`src/hw/bus_ctrl_map.vh`:
```
// Constants for the local bus command controller: register offsets,
// field positions, reset values and command timing counts.
// Assumes inclusion by bare name from every design file that needs it.
`ifndef BUS_CTRL_MAP_VH
`define BUS_CTRL_MAP_VH

// Register byte offsets on the AXI4-Lite slave
`define CTRL_ADDR 8'h00
`define STAT_ADDR 8'h04
`define COUNT_ADDR 8'h08

// Control register: shared bus mode select field
`define CTRL_SHARED_BIT 0
`define CTRL_RESET 32'h0000_0000

// Status register field positions
`define STAT_STATE_LSB 0
`define STAT_TYPE_LSB 4
`define STAT_SEL_BIT 8
`define STAT_GRANT_BIT 9
`define STAT_SHARED_BIT 10

// AXI responses
`define RESP_OKAY 2'h0
`define RESP_SLVERR 2'h2

// Command delays in shared mode, in clock cycles
`define RD_CMD_DELAY 2'h1
`define WR_CMD_DELAY 2'h2
// Clock edges from grant fall to commands allowed
`define GRANT_EDGES 2'h3
// Saturation value of the command state age counter
`define AGE_MAX 2'h3
// Synchroniser reset levels: status, ready and enable idle high
`define PIN_IDLE 7'h69

`endif

```
`src/hw/local_bus_command_controller.v`:
```
// Local bus cycle sequencer: watches the processor status lines and
// drives address latch, cascade, transceiver and command strobes.
// Assumes one system clock; every pin input is asynchronous and is
// synchronised, so each sample is two clocks behind the pin.
// Functional notes
// - Status state is followed by command states
// - Ready high repeats command state, outputs hold
// - Ready low ends cycle, status may restart
// - Back-to-back cycles keep isolated output timing, except an unshared write after a read: transceiver enable one clock late
// - Unshared consecutive writes keep transceiver lines high
// - Shared mode delays read commands one clock
// - Shared mode delays write commands two clocks
// - Shared mode delays write transceiver enable one clock
// - Shared mode drops transceiver enable between cycles
// - Address strobe in status second half only
// - Cascade enable one clock longer on acknowledge
// - Bus select latched; low keeps commands, direction and command-state enable inactive
// - Unselected cycle ignores delay, enable and ready
// - Unselected unshared write still raises early transceiver enable for the status clock
// - Grant loss floats commands, drops transceiver enable
// - Grant fall: enable at once, commands three edges later
// - Unshared command enable gates outputs immediately
// - Ready still ends cycle while enable low
// - Command only after delay input sampled low
// - Delay input never touches control outputs
// - Halt cycles drive no command or control output
// - Each bus state lasts two clocks
// - Status lines sampled every clock, either starts
// - Direction high unless reading, changes with enable low
// - Delay sampled at status end and every later clock
`include "bus_ctrl_map.vh"
`timescale 1ns/1ps
module local_bus_command_controller (
    input wire aclk,
    input wire aresetn,
    // AXI4-Lite register port
    input wire [7:0] awaddr,
    input wire awvalid,
    output wire awready,
    input wire [31:0] wdata,
    input wire [3:0] wstrb,
    input wire wvalid,
    output wire wready,
    output wire [1:0] bresp,
    output wire bvalid,
    input wire bready,
    input wire [7:0] araddr,
    input wire arvalid,
    output wire arready,
    output wire [31:0] rdata,
    output wire [1:0] rresp,
    output wire rvalid,
    input wire rready,
    // Processor status, active low
    input wire status_line_hi,
    input wire status_line_lo,
    // High for a memory cycle, low for I/O
    input wire mem_io_sel,
    // Cycle end, active low
    input wire ready_n,
    // High postpones the command
    input wire command_delay_in,
    // Latched bus select
    input wire bus_select_latched_in,
    // Enable, or grant (active low) in shared mode
    input wire command_enable_in,
    // Control outputs
    output reg addr_latch_en,
    output reg cascade_enable_out,
    output wire transceiver_enable,
    output reg transceiver_direction,
    // Command pins with their output enables
    output wire io_read_cmd_n,
    output wire io_read_cmd_oe,
    output wire io_write_cmd_n,
    output wire io_write_cmd_oe,
    output wire mem_read_cmd_n,
    output wire mem_read_cmd_oe,
    output wire mem_write_cmd_n,
    output wire mem_write_cmd_oe,
    output wire irq_ack_cmd_n,
    output wire irq_ack_cmd_oe
);
    // Bus states; one clock each except command (two phases)
    localparam ST_IDLE = 3'h0;
    localparam ST_TS = 3'h1;
    localparam ST_TC1 = 3'h2;
    localparam ST_TC2 = 3'h3;
    localparam ST_UNSEL = 3'h4;
    localparam ST_HALT = 3'h5;

    // Cycle types from the status decode
    localparam TYPE_RD = 2'h0;
    localparam TYPE_WR = 2'h1;
    localparam TYPE_ACK = 2'h2;
    localparam TYPE_HALT = 2'h3;

    wire [31:0] ctrl; // Control register
    wire shared; // Shared bus mode select
    wire [6:0] pins_s; // Synchronised pin levels
    wire hi_s;
    wire lo_s;
    wire mio_s;
    wire ready_n_s;
    wire dly_s;
    wire bsel_s;
    wire en_s;
    wire arbiter_grant_n; // Grant view of the enable pin
    wire status_active;
    reg [1:0] dec_type;

    reg [2:0] state;
    reg [2:0] next_state;
    reg [1:0] cyc_type; // Type of the current cycle
    reg [1:0] next_type;
    reg cyc_mem; // Memory (1) or I/O (0)
    reg next_mem;
    reg sel; // Bus select caught at status end
    reg next_sel;
    reg cmd_ok; // Delay input has been seen low
    reg next_ok;
    reg [1:0] age; // Clocks spent in command states
    reg [1:0] next_age;
    reg cmd_on; // Command level before gating
    reg xcvr_en; // Transceiver enable before gating
    reg [1:0] grant_cnt; // Edges since grant fell
    reg [31:0] cycle_count; // Completed selected cycles

    wire next_in_tc;
    wire next_is_wr;
    wire next_is_rd;
    wire [1:0] cmd_delay;
    wire next_cmd;
    wire next_xcvr;
    wire next_dir;
    wire end_cycle;
    wire cmd_gate;
    wire xcvr_gate;
    wire cmd_act;
    wire pins_oe;
    wire [31:0] stat_word;

    // Register slave; control bit steers the timing mode
    reg_slave u_regs (
        .aclk(aclk),
        .aresetn(aresetn),
        .awaddr(awaddr),
        .awvalid(awvalid),
        .awready(awready),
        .wdata(wdata),
        .wstrb(wstrb),
        .wvalid(wvalid),
        .wready(wready),
        .bresp(bresp),
        .bvalid(bvalid),
        .bready(bready),
        .araddr(araddr),
        .arvalid(arvalid),
        .arready(arready),
        .rdata(rdata),
        .rresp(rresp),
        .rvalid(rvalid),
        .rready(rready),
        .ctrl(ctrl),
        .stat_in(stat_word),
        .count_in(cycle_count)
    );

    assign shared = ctrl[`CTRL_SHARED_BIT];

    // All pins are asynchronous to aclk
    sync2 #(
        .WIDTH(7),
        .RESET_VAL(`PIN_IDLE)
    ) u_sync (
        .aclk(aclk),
        .aresetn(aresetn),
        .din({status_line_hi, status_line_lo, mem_io_sel, ready_n,
              command_delay_in, bus_select_latched_in, command_enable_in}),
        .dout(pins_s)
    );

    assign hi_s = pins_s[6];
    assign lo_s = pins_s[5];
    assign mio_s = pins_s[4];
    assign ready_n_s = pins_s[3];
    assign dly_s = pins_s[2];
    assign bsel_s = pins_s[1];
    assign en_s = pins_s[0];
    assign arbiter_grant_n = en_s;

    // Either status line low starts a cycle
    assign status_active = ~hi_s | ~lo_s;

    // Status decode into cycle type
    always @* begin
        case ({hi_s, lo_s})
            2'b00: dec_type = mio_s ? TYPE_HALT : TYPE_ACK;
            2'b01: dec_type = TYPE_RD;
            2'b10: dec_type = TYPE_WR;
            default: dec_type = TYPE_RD;
        endcase
    end

    // Sequencer next state; the sampling clock is the detect cycle
    always @* begin
        next_state = state;
        next_type = cyc_type;
        next_mem = cyc_mem;
        next_sel = sel;
        next_ok = cmd_ok;
        next_age = age;
        case (state)
            ST_IDLE, ST_UNSEL: begin
                // Unselected cycles wait only for new status
                if (status_active) begin
                    next_type = dec_type;
                    next_mem = mio_s;
                    if (dec_type == TYPE_HALT) begin
                        next_state = ST_HALT;
                    end else begin
                        next_state = ST_TS;
                    end
                end
            end
            ST_HALT: begin
                // Status still low here; do not retrigger
                next_state = ST_IDLE;
            end
            ST_TS: begin
                next_sel = bsel_s;
                next_ok = ~dly_s;
                next_age = 2'h0;
                if (bsel_s) begin
                    next_state = ST_TC1;
                end else begin
                    next_state = ST_UNSEL;
                end
            end
            ST_TC1: begin
                next_state = ST_TC2;
                next_ok = cmd_ok | ~dly_s;
                if (age != `AGE_MAX) begin
                    next_age = age + 2'h1;
                end
            end
            ST_TC2: begin
                next_ok = cmd_ok | ~dly_s;
                if (age != `AGE_MAX) begin
                    next_age = age + 2'h1;
                end
                // Ready counts even while commands are gated off
                if (ready_n_s) begin
                    next_state = ST_TC1;
                end else begin
                    next_state = ST_IDLE;
                end
            end
            default: begin
                next_state = ST_IDLE;
            end
        endcase
    end

    assign next_in_tc = (next_state == ST_TC1) || (next_state == ST_TC2);
    assign next_is_wr = (next_type == TYPE_WR);
    assign next_is_rd = (next_type == TYPE_RD) || (next_type == TYPE_ACK);
    assign end_cycle = (state == ST_TC2) && (next_state == ST_IDLE);

    // Shared mode pushes the command fall later
    assign cmd_delay = !shared ? 2'h0 :
                       (next_is_wr ? `WR_CMD_DELAY : `RD_CMD_DELAY);

    // Command waits for the delay input and its mode delay
    assign next_cmd = next_in_tc && next_sel && next_ok &&
                      (next_age >= cmd_delay);

    // Transceiver enable; delay input is never consulted here
    // Early write enable only when direction is already high,
    // so direction never moves under an active enable
    assign next_xcvr =
        (next_is_wr && !shared && (next_state == ST_TS) &&
         transceiver_direction) ||
        (next_is_wr && next_in_tc && next_sel) ||
        (next_is_wr && !shared && end_cycle && sel) ||
        (next_is_rd && next_in_tc && next_sel && (state != ST_TS));

    // Direction low for reads; a read holds it one clock past
    // the end so the enable falls first
    assign next_dir = ~((next_is_rd && next_in_tc && next_sel) ||
                        (next_is_rd && end_cycle && sel));

    // Registered outputs and sequencer state
    always @(posedge aclk) begin
        if (!aresetn) begin
            state <= ST_IDLE;
            cyc_type <= TYPE_RD;
            cyc_mem <= 1'b0;
            sel <= 1'b0;
            cmd_ok <= 1'b0;
            age <= 2'h0;
            addr_latch_en <= 1'b0;
            cascade_enable_out <= 1'b0;
            xcvr_en <= 1'b0;
            transceiver_direction <= 1'b1;
            cmd_on <= 1'b0;
        end else begin
            state <= next_state;
            cyc_type <= next_type;
            cyc_mem <= next_mem;
            sel <= next_sel;
            cmd_ok <= next_ok;
            age <= next_age;
            // Strobe over the second status clock, no input gates it
            addr_latch_en <= (next_state == ST_TS);
            // Cascade enable spans the strobe plus one clock
            cascade_enable_out <= (next_type == TYPE_ACK) &&
                                  ((next_state == ST_TS) ||
                                   (state == ST_TS));
            xcvr_en <= next_xcvr;
            transceiver_direction <= next_dir;
            cmd_on <= next_cmd;
        end
    end

    // Grant edge counter; restarts whenever grant is lost
    always @(posedge aclk) begin
        if (!aresetn) begin
            grant_cnt <= 2'h0;
        end else if (arbiter_grant_n) begin
            grant_cnt <= 2'h0;
        end else if (grant_cnt != `GRANT_EDGES) begin
            grant_cnt <= grant_cnt + 2'h1;
        end
    end

    // Completed selected cycles, visible to software
    always @(posedge aclk) begin
        if (!aresetn) begin
            cycle_count <= 32'h0000_0000;
        end else if (end_cycle) begin
            cycle_count <= cycle_count + 32'h0000_0001;
        end
    end

    // Enable and grant gate outputs without waiting for a clock;
    // the arbiter is trusted to keep grant through command states
    assign cmd_gate = shared ? (grant_cnt == `GRANT_EDGES) : en_s;
    assign xcvr_gate = shared ? ~arbiter_grant_n : en_s;
    assign transceiver_enable = xcvr_en & xcvr_gate;
    assign cmd_act = cmd_on & cmd_gate;
    // Commands float only in shared mode without grant
    assign pins_oe = shared ? ~arbiter_grant_n : 1'b1;

    // One command per cycle type
    assign io_read_cmd_n = ~(cmd_act && cyc_type == TYPE_RD && !cyc_mem);
    assign mem_read_cmd_n = ~(cmd_act && cyc_type == TYPE_RD && cyc_mem);
    assign io_write_cmd_n = ~(cmd_act && cyc_type == TYPE_WR && !cyc_mem);
    assign mem_write_cmd_n = ~(cmd_act && cyc_type == TYPE_WR && cyc_mem);
    assign irq_ack_cmd_n = ~(cmd_act && cyc_type == TYPE_ACK);
    assign io_read_cmd_oe = pins_oe;
    assign io_write_cmd_oe = pins_oe;
    assign mem_read_cmd_oe = pins_oe;
    assign mem_write_cmd_oe = pins_oe;
    assign irq_ack_cmd_oe = pins_oe;

    // Status word for software
    assign stat_word = {21'h000000, shared, ~arbiter_grant_n, sel,
                        1'b0, 1'b0, cyc_type, 1'b0, state};
endmodule

```
`src/hw/sync2.v`:
```
// Two-flip-flop synchroniser for a group of independent pin levels.
// Assumes each bit is a slow level; bits are not kept coherent.
`timescale 1ns/1ps
module sync2 #(
    parameter WIDTH = 1,
    // Reset level of both stages, the idle level of the pins
    parameter [WIDTH-1:0] RESET_VAL = {WIDTH{1'b0}}
) (
    input wire aclk,
    input wire aresetn,
    input wire [WIDTH-1:0] din,
    output reg [WIDTH-1:0] dout
);
    // First stage, read only by the second stage
    reg [WIDTH-1:0] meta;

    // Both stages load RESET_VAL under reset
    always @(posedge aclk) begin
        if (!aresetn) begin
            meta <= RESET_VAL;
            dout <= RESET_VAL;
        end else begin
            meta <= din;
            dout <= meta;
        end
    end
endmodule

```
`src/hw/reg_slave.v`:
```
// AXI4-Lite slave holding the control register and reading back
// the controller status and completed cycle count.
// Assumes a single-clock master keeping the AXI valid/ready rules.
`include "bus_ctrl_map.vh"
`timescale 1ns/1ps
module reg_slave (
    input wire aclk,
    input wire aresetn,
    input wire [7:0] awaddr,
    input wire awvalid,
    output wire awready,
    input wire [31:0] wdata,
    input wire [3:0] wstrb,
    input wire wvalid,
    output wire wready,
    output reg [1:0] bresp,
    output reg bvalid,
    input wire bready,
    input wire [7:0] araddr,
    input wire arvalid,
    output wire arready,
    output reg [31:0] rdata,
    output reg [1:0] rresp,
    output reg rvalid,
    input wire rready,
    output reg [31:0] ctrl,
    input wire [31:0] stat_in,
    input wire [31:0] count_in
);
    reg aw_full; // Address held until data arrives
    reg w_full; // Data held until address arrives
    reg [7:0] aw_addr;
    reg [31:0] w_data;
    reg [3:0] w_strb;
    integer i;

    // Each side takes one item and waits for its partner
    assign awready = ~aw_full;
    assign wready = ~w_full;
    // One read in flight; next address waits for the answer
    assign arready = ~rvalid;

    // Write path: either order, response after both
    always @(posedge aclk) begin
        if (!aresetn) begin
            aw_full <= 1'b0;
            w_full <= 1'b0;
            aw_addr <= 8'h00;
            w_data <= 32'h0000_0000;
            w_strb <= 4'h0;
            bvalid <= 1'b0;
            bresp <= `RESP_OKAY;
            ctrl <= `CTRL_RESET;
        end else begin
            if (awvalid && !aw_full) begin
                aw_full <= 1'b1;
                aw_addr <= awaddr;
            end
            if (wvalid && !w_full) begin
                w_full <= 1'b1;
                w_data <= wdata;
                w_strb <= wstrb;
            end
            if (bvalid && bready) begin
                bvalid <= 1'b0;
            end
            // Commit once both halves are held and no response pends
            if (aw_full && w_full && !bvalid) begin
                aw_full <= 1'b0;
                w_full <= 1'b0;
                bvalid <= 1'b1;
                if (aw_addr == `CTRL_ADDR) begin
                    bresp <= `RESP_OKAY;
                    for (i = 0; i < 4; i = i + 1) begin
                        if (w_strb[i]) begin
                            ctrl[i*8 +: 8] <= w_data[i*8 +: 8];
                        end
                    end
                end else if (aw_addr == `STAT_ADDR || aw_addr == `COUNT_ADDR) begin
                    // Read-only registers ignore the write
                    bresp <= `RESP_OKAY;
                end else begin
                    bresp <= `RESP_SLVERR;
                end
            end
        end
    end

    // Read path: data registered one cycle after the address
    always @(posedge aclk) begin
        if (!aresetn) begin
            rvalid <= 1'b0;
            rdata <= 32'h0000_0000;
            rresp <= `RESP_OKAY;
        end else if (arvalid && !rvalid) begin
            rvalid <= 1'b1;
            rresp <= `RESP_OKAY;
            case (araddr)
                `CTRL_ADDR: rdata <= ctrl;
                `STAT_ADDR: rdata <= stat_in;
                `COUNT_ADDR: rdata <= count_in;
                default: begin
                    rdata <= 32'h0000_0000;
                    rresp <= `RESP_SLVERR;
                end
            endcase
        end else if (rvalid && rready) begin
            rvalid <= 1'b0;
        end
    end
endmodule

```
`config.mk`:
```
export PLATFORM = sky130hd
export DESIGN_NAME = local_bus_command_controller
export DESIGN_NICKNAME = d
export VERILOG_FILES = /design/src/hw/local_bus_command_controller.v /design/src/hw/sync2.v /design/src/hw/reg_slave.v
export VERILOG_INCLUDE_DIRS = /design/src /design/src/hw
export SDC_FILE = /design/constraint.sdc
export NUM_CORES = 1
export LEC_CHECK = 0
export BUFFER_PORTS_ARGS = -buffer_cell sky130_fd_sc_hd__clkbuf_2
export CAP_MARGIN = 20
export CORE_UTILIZATION = 33
export DETAILED_ROUTE_END_ITERATION = 7
export PLACE_DENSITY_LB_ADDON = 0.3
export SLEW_MARGIN = 20
export SYNTH_ARGS = -nofsm -noshare
export SYNTH_HDL_FRONTEND = slang
export SYNTH_SLANG_ARGS = --single-unit
```
`constraint.sdc`:
```
create_clock -name aclk -period 5.3 [get_ports aclk]
set_input_delay 0.53 -clock aclk [delete_from_list [all_inputs] [get_ports aclk]]
set_output_delay 0.53 -clock aclk [all_outputs]
set_load 0.01 [all_outputs]
```
# Yosys cells after proc, flatten, opt, wreduce, memory -nomap -nowiden
# Cells that the tools add are included.
dict set report word_totals {
  word_cells 162
  register_bits 179
  input_bits 66
}
dict set report op_classes {
  n_bitwise 18
  muxes 26
  n_eq_ne 21
  n_lt_le_gt_ge 1
  n_reduce_logical 64
  n_addsub 3
}
# cell count
set op_table {}
lappend op_table {{case mux 32 bit (3 select lines)} 1}
lappend op_table {{adder 32 x 1 -> 32 bit (second input constant)} 1}
lappend op_table {{logical AND 1 bit} 31}
lappend op_table {{two-way mux 2 bit} 9}
lappend op_table {{== test 8 x 3 -> 1 bit (second input constant)} 2}
lappend op_table {{== test 8 x 4 -> 1 bit (second input constant)} 2}
lappend op_table {{logical NOT 8 bit} 2}
lappend op_table {{inverter 1 bit} 14}
lappend op_table {{== test 3 x 2 -> 1 bit (second input constant)} 4}
lappend op_table {{case mux 3 bit (4 select lines)} 1}
lappend op_table {{AND reduction 3 bit} 4}
lappend op_table {{== test 2 bit (second input constant)} 5}
lappend op_table {{two-way mux 1 bit} 9}
lappend op_table {{two-way mux 3 bit} 3}
lappend op_table {{logical OR 1 bit} 8}
lappend op_table {{case mux 2 bit (2 select lines)} 2}
lappend op_table {{OR reduction 2 bit} 4}
lappend op_table {{== test 3 x 1 -> 1 bit (second input constant)} 2}
lappend op_table {{logical NOT 1 bit} 6}
lappend op_table {{logical NOT 2 bit} 3}
lappend op_table {{logical NOT 3 bit} 2}
lappend op_table {{adder 2 x 1 -> 2 bit (second input constant)} 2}
lappend op_table {{== test 2 x 1 -> 1 bit (second input constant)} 2}
lappend op_table {{inequality test 2 bit (second input constant)} 2}
lappend op_table {{9 further kinds} 12}

# Depth between registers and ports, before layout
dict set report depth {
  word_depth 13
  mapped_depth 8
}

# Hierarchy
# From an unflattened synthesis, not the netlist that was laid out.
dict set report hier_totals {
  cells_unflattened 878
  area_unflattened_um2 7913.8
}
# mod area_per_inst_um2 cells_each seq_area_each_um2 n_inst
set modules_own_cells {}
lappend modules_own_cells {reg_slave 5038.6 555 2282.2 1}
lappend modules_own_cells {local_bus_command_controller 2498.6 294 980.9 1}
lappend modules_own_cells {sync2 376.6 29 280.3 1}

# Worst setup path after synthesis
# No wires, ideal clock.
dict set report synth_timing {
  path_kind {input-to-reg}
  from {input araddr[0]}
  to {register u_regs.rdata[9]}
  t_required_ps 5229
  setup_ps 71
  n_path_buf 0
  stages 4
  t_arrival_ps 1749
  setup_slack_ps 3481
  path_cell_list {or4_4 a2111oi_4 o21ai_1 a21oi_1}
}
dict set report synth_via {
  elab_chain_len 2
  word_cells_on_any_way 4
}
# item line
set synth_rtl {}
lappend synth_rtl {{start: declaration} local_bus_command_controller.v:47} ;# input wire [7:0] araddr,
lappend synth_rtl {{== test 8 x 4 -> 1 bit (tied with other cells)} reg_slave.v:98} ;# case (araddr)
lappend synth_rtl {{case mux 32 bit (3 select lines) (*)} reg_slave.v:98}
lappend synth_rtl {{end signal: assignment} reg_slave.v:99} ;# `CTRL_ADDR: rdata <= ctrl;
lappend synth_rtl {{end signal: assignment} reg_slave.v:100} ;# `STAT_ADDR: rdata <= stat_in;
lappend synth_rtl {{end signal: assignment} reg_slave.v:101} ;# `COUNT_ADDR: rdata <= count_in;
lappend synth_rtl {{end: declaration} reg_slave.v:22} ;# output reg [31:0] rdata,
# Mark *: on every way between the ends. The rest lies on a longest branch, timed or not.
# A chain may end at the register's enable or synchronous reset.

# Worst setup path after layout
dict set report layout_timing {
  from {register state[1]}
  to {register cycle_count[26]}
}
dict set report layout_via {
  elab_chain_len 5
  word_cells_on_any_way 10
}
# item line
set layout_rtl {}
lappend layout_rtl {{start: declaration} local_bus_command_controller.v:112} ;# reg [2:0] state;
lappend layout_rtl {{start signal: assignment} local_bus_command_controller.v:308} ;# state <= next_state;
lappend layout_rtl {{== test 3 bit or logical NOT 3 bit (tied branches)} local_bus_command_controller.v:213} ;# case (state)
lappend layout_rtl {{OR reduction 2 bit} local_bus_command_controller.v:213}
lappend layout_rtl {{case mux 3 bit (4 select lines)} local_bus_command_controller.v:213}
lappend layout_rtl {{logical NOT 3 bit} local_bus_command_controller.v:268} ;# assign end_cycle = (state == ST_TC2) && (next_state == ST_IDLE);
lappend layout_rtl {{logical AND 1 bit (*)} local_bus_command_controller.v:268}
lappend layout_rtl {{end signal: assignment} local_bus_command_controller.v:342} ;# cycle_count <= cycle_count + 32'h0000_0001;
lappend layout_rtl {{end: declaration} local_bus_command_controller.v:127} ;# reg [31:0] cycle_count;
# Marks and branches as above.

==> results.cfg <==
[drt]
wl_per_cell_um = 14.68
dr.first_iter.drc_count = 360
via_per_inst = 4.982
num_vias = 6048
first_pass_iters = 4
drcViolationCount = 0
drt_wl_total_mm = 17.83
ant_nets = 0

[die]
core_area_mm2 = 0.02176
fp.dieArea_mm2 = 0.02271
fp.dieW_um = 150.7
num_rows = 54
start_util_pct = 33.53
io_pins = 121
die_h_um = 150.7

[yosys]
synth_xor_area_share_pct = 1.080
synth-simple-area-share_pct = 21.59
synth_compound_area_share_pct = 16.79
yosys-top-cells-count = dfxtp_1 (177), nand2_1 (115), a21oi_1 (100)
ys_top_cells_by_area = dfxtp_1 (49%), a21oi_1 (6.9%), mux2i_1 (6.0%)
synth_edf_count = 0
syn_avg_cell_area_um2 = 8.675
ys_ff_latch = 177
yosysSeqAreaShare_pct = 48.57
ys_warn_count = 0
synth-async-reset-ratio_pct = 0
synthAdderAreaFrac_pct = 0.8575
syn_area_mm2 = 0.007296
syn_inst = 841
synth_cell_types = 53
yosysTopAreaCell = dfxtp_1
synth_top_area_share_pct = 48.57
synth_most_common_cell = dfxtp_1
synthMuxAreaShare_pct = 6.191
ys.flop_type = dfxtp_1
synth_top_family_by_area = simple AND/OR/NAND/NOR gates

[global_routing]
grt_pass1_wl_mm = 28.86
antenna_found_initial = 0
grt_pass1_vias = 5545
grtUsageTotal_pct = 16.25
grt-ovfl-total = 0
grt_max_degree = 100

[sta]
setup_tns_ns = 0
finalClockSkew_ns = 0.01494
hold_viol = 0
tightest_slew_ns = 1.098
clock.fmax_mhz = 378.0
setup_viol = 0
drv_slew = 0
period_share_pct = 49.92
slew_headroom_pct = 26.83
min_period_ns = 2.646
grt_setup_unrepaired = false

[setup_path]
cp_top_family = simple AND/OR/NAND/NOR gates
path_buf_inv = 0
setup.worst_path.class = flip-flop to flip-flop
crit_start = state[1]
path_cells = and4bb_1, nand4_1, or4_1, a21oi_1
path_depth = 4
r2r-start = state[1]
critPathMaxFanout = 18
ff2ff_setup_slack_ns = 2.65
start_kind = flip-flop
end_kind = flip-flop
critical_path_required_ns = 5.65
slowest_stage = and4bb_1
worstPathArrival_ns = 3.00
r2r_end = cycle_count[26]
cp_slowest_stage_delay_ns = 0.71
worstSetupEndpoint = cycle_count[26]
reg2reg_depth = 4

[cts]
numCtsBuffers = 17
clk_latency_ns = 0.43
clock_sink_count = 177
cts_resized = 0
cts.path.max_buffers = 2
cts-root-buf = clkbuf_16
cts_setup_buffers = 0
clkSlewWorstSetupHoldPaths_ns = 0.07
htreeDepth = 4
cts_hold_buf = 0
cts_tree = built

[layout]
final_cell_area_mm2 = 0.008600
n_antenna_cell = 0
areaGrowthSynthToFinish_pct = 17.87
drive_above_1_share_pct = 18.20
nNetsFinal = 992
fill_cells = 2284

[place]
dp_hpwl_mm = 12.53
place_area_mm2 = 0.007994
port_buffers = 118
gp_congestion = 0.7793

[power_and_ir_drop]
total_power_uw = 2808
power_leakage_uw = 0.003226
power_density_mw_per_mm2 = 326.5
ir_drop_uv = 216.4

[hold_path]
holdCritPathClass = input port to flip-flop

[outcome]
status = finished clean

[flow_run]
drv_cap = 0
[flip-flops by register name, summed over array words and instances (netlist names), 2 cells and up]
name            count
age                 2
u_regs.ctrl        32
u_regs.aw_addr      8
u_sync.dout         7
u_sync.meta         7
cycle_count        32
u_regs.w_strb       4
state               3
u_regs.rdata       32
grant_cnt           2
cyc_type            2
u_regs.w_data      32
[layout make-up]
cell class	count	area, um2	area share, %
inverter	16	61.31	0.7129
clock inverter	15	171.4	1.993
sequential	177	3543	41.20
tap	280	350.3	4.074
timing repair buffer	123	631.9	7.348
multi-input combinational	586	3416	39.72
clock buffer	17	425.4	4.947
[kinds of logic after synthesis]
group / after synthesis
compound gates: 213
xor+xnor: 9
fa+ha+maj: 5
buf+inv: 79
flops: 177
mux: 45
other cells: 1
simple gates: 312
[power by group]
group | internal, uW | leakage (uW) | switching, uW
clock network | 673 | 0.000288 | 587
registers | 1360 | 0.00144 | 25.8
logic | 61.6 | 0.00150 | 99.6
total | 2100 | 0.00323 | 712
[layer usage]
metal / GRT usage (%) / vias up / part of all wire (%) / routed length (um)
li1: - / 3111 / - / -
met1: 22.46 / 2795 / 49 / 8668
met2: 24.63 / 127 / 45 / 8029
met3: 3.818 / 15 / 4.9 / 874
met4: 5.600 / 0 / 1.4 / 253
met5: 0 / - / 0 / 0
[worst min path at each step]
stage | from | to | slack, ns | cells past startpoint
2_1_floorplan | u_sync.meta[0] | u_sync.dout[0] | 0.39 | 1
3_3_place_gp | u_sync.meta[0] | u_sync.dout[0] | 0.40 | 1
3_5_place_dp | u_sync.meta[3] | u_sync.dout[3] | 0.40 | 1
4_1_cts | status_line_lo | u_sync.meta[5] | 0.27 | 2
5_1_grt | command_enable_in | u_sync.meta[0] | 0.28 | 2
6_report | status_line_lo | u_sync.meta[5] | 0.29 | 2
[metrics by stage]
step	util, %	std cells	hold WS, ns	worst slack, ns
4_1_cts	39.49	1214	0.2653	2.668
5_1_grt	39.53	1214	0.2820	2.399
3_3_place_gp	36.69	1181	0.3978	2.630
3_5_place_dp	36.74	1182	0.4002	2.627
2_1_floorplan	-	842	0.3863	3.481
6_report	39.53	1214	0.2876	2.654
[layout by cell type (no fill, tap or decap), types with 5 or more instances in the layout]
cell         n
dfxtp_1    177
clkbuf_2   118
nand2_1    115
a21oi_1     99
o21ai_0     51
nor2_1      46
mux2i_1     44
nand3_1     44
nand2b_1    22
o21ai_1     17
clkbuf_16   17
and2_1      15
inv_1       15
or4_1       12
o31ai_1     11
or3_1        9
nor3_1       8
o2bb2ai_1    8
nand4_1      8
a22oi_1      7
xor2_1       6
and3_1       5
ha_1         5
Power figures use the tool's default switching activity.
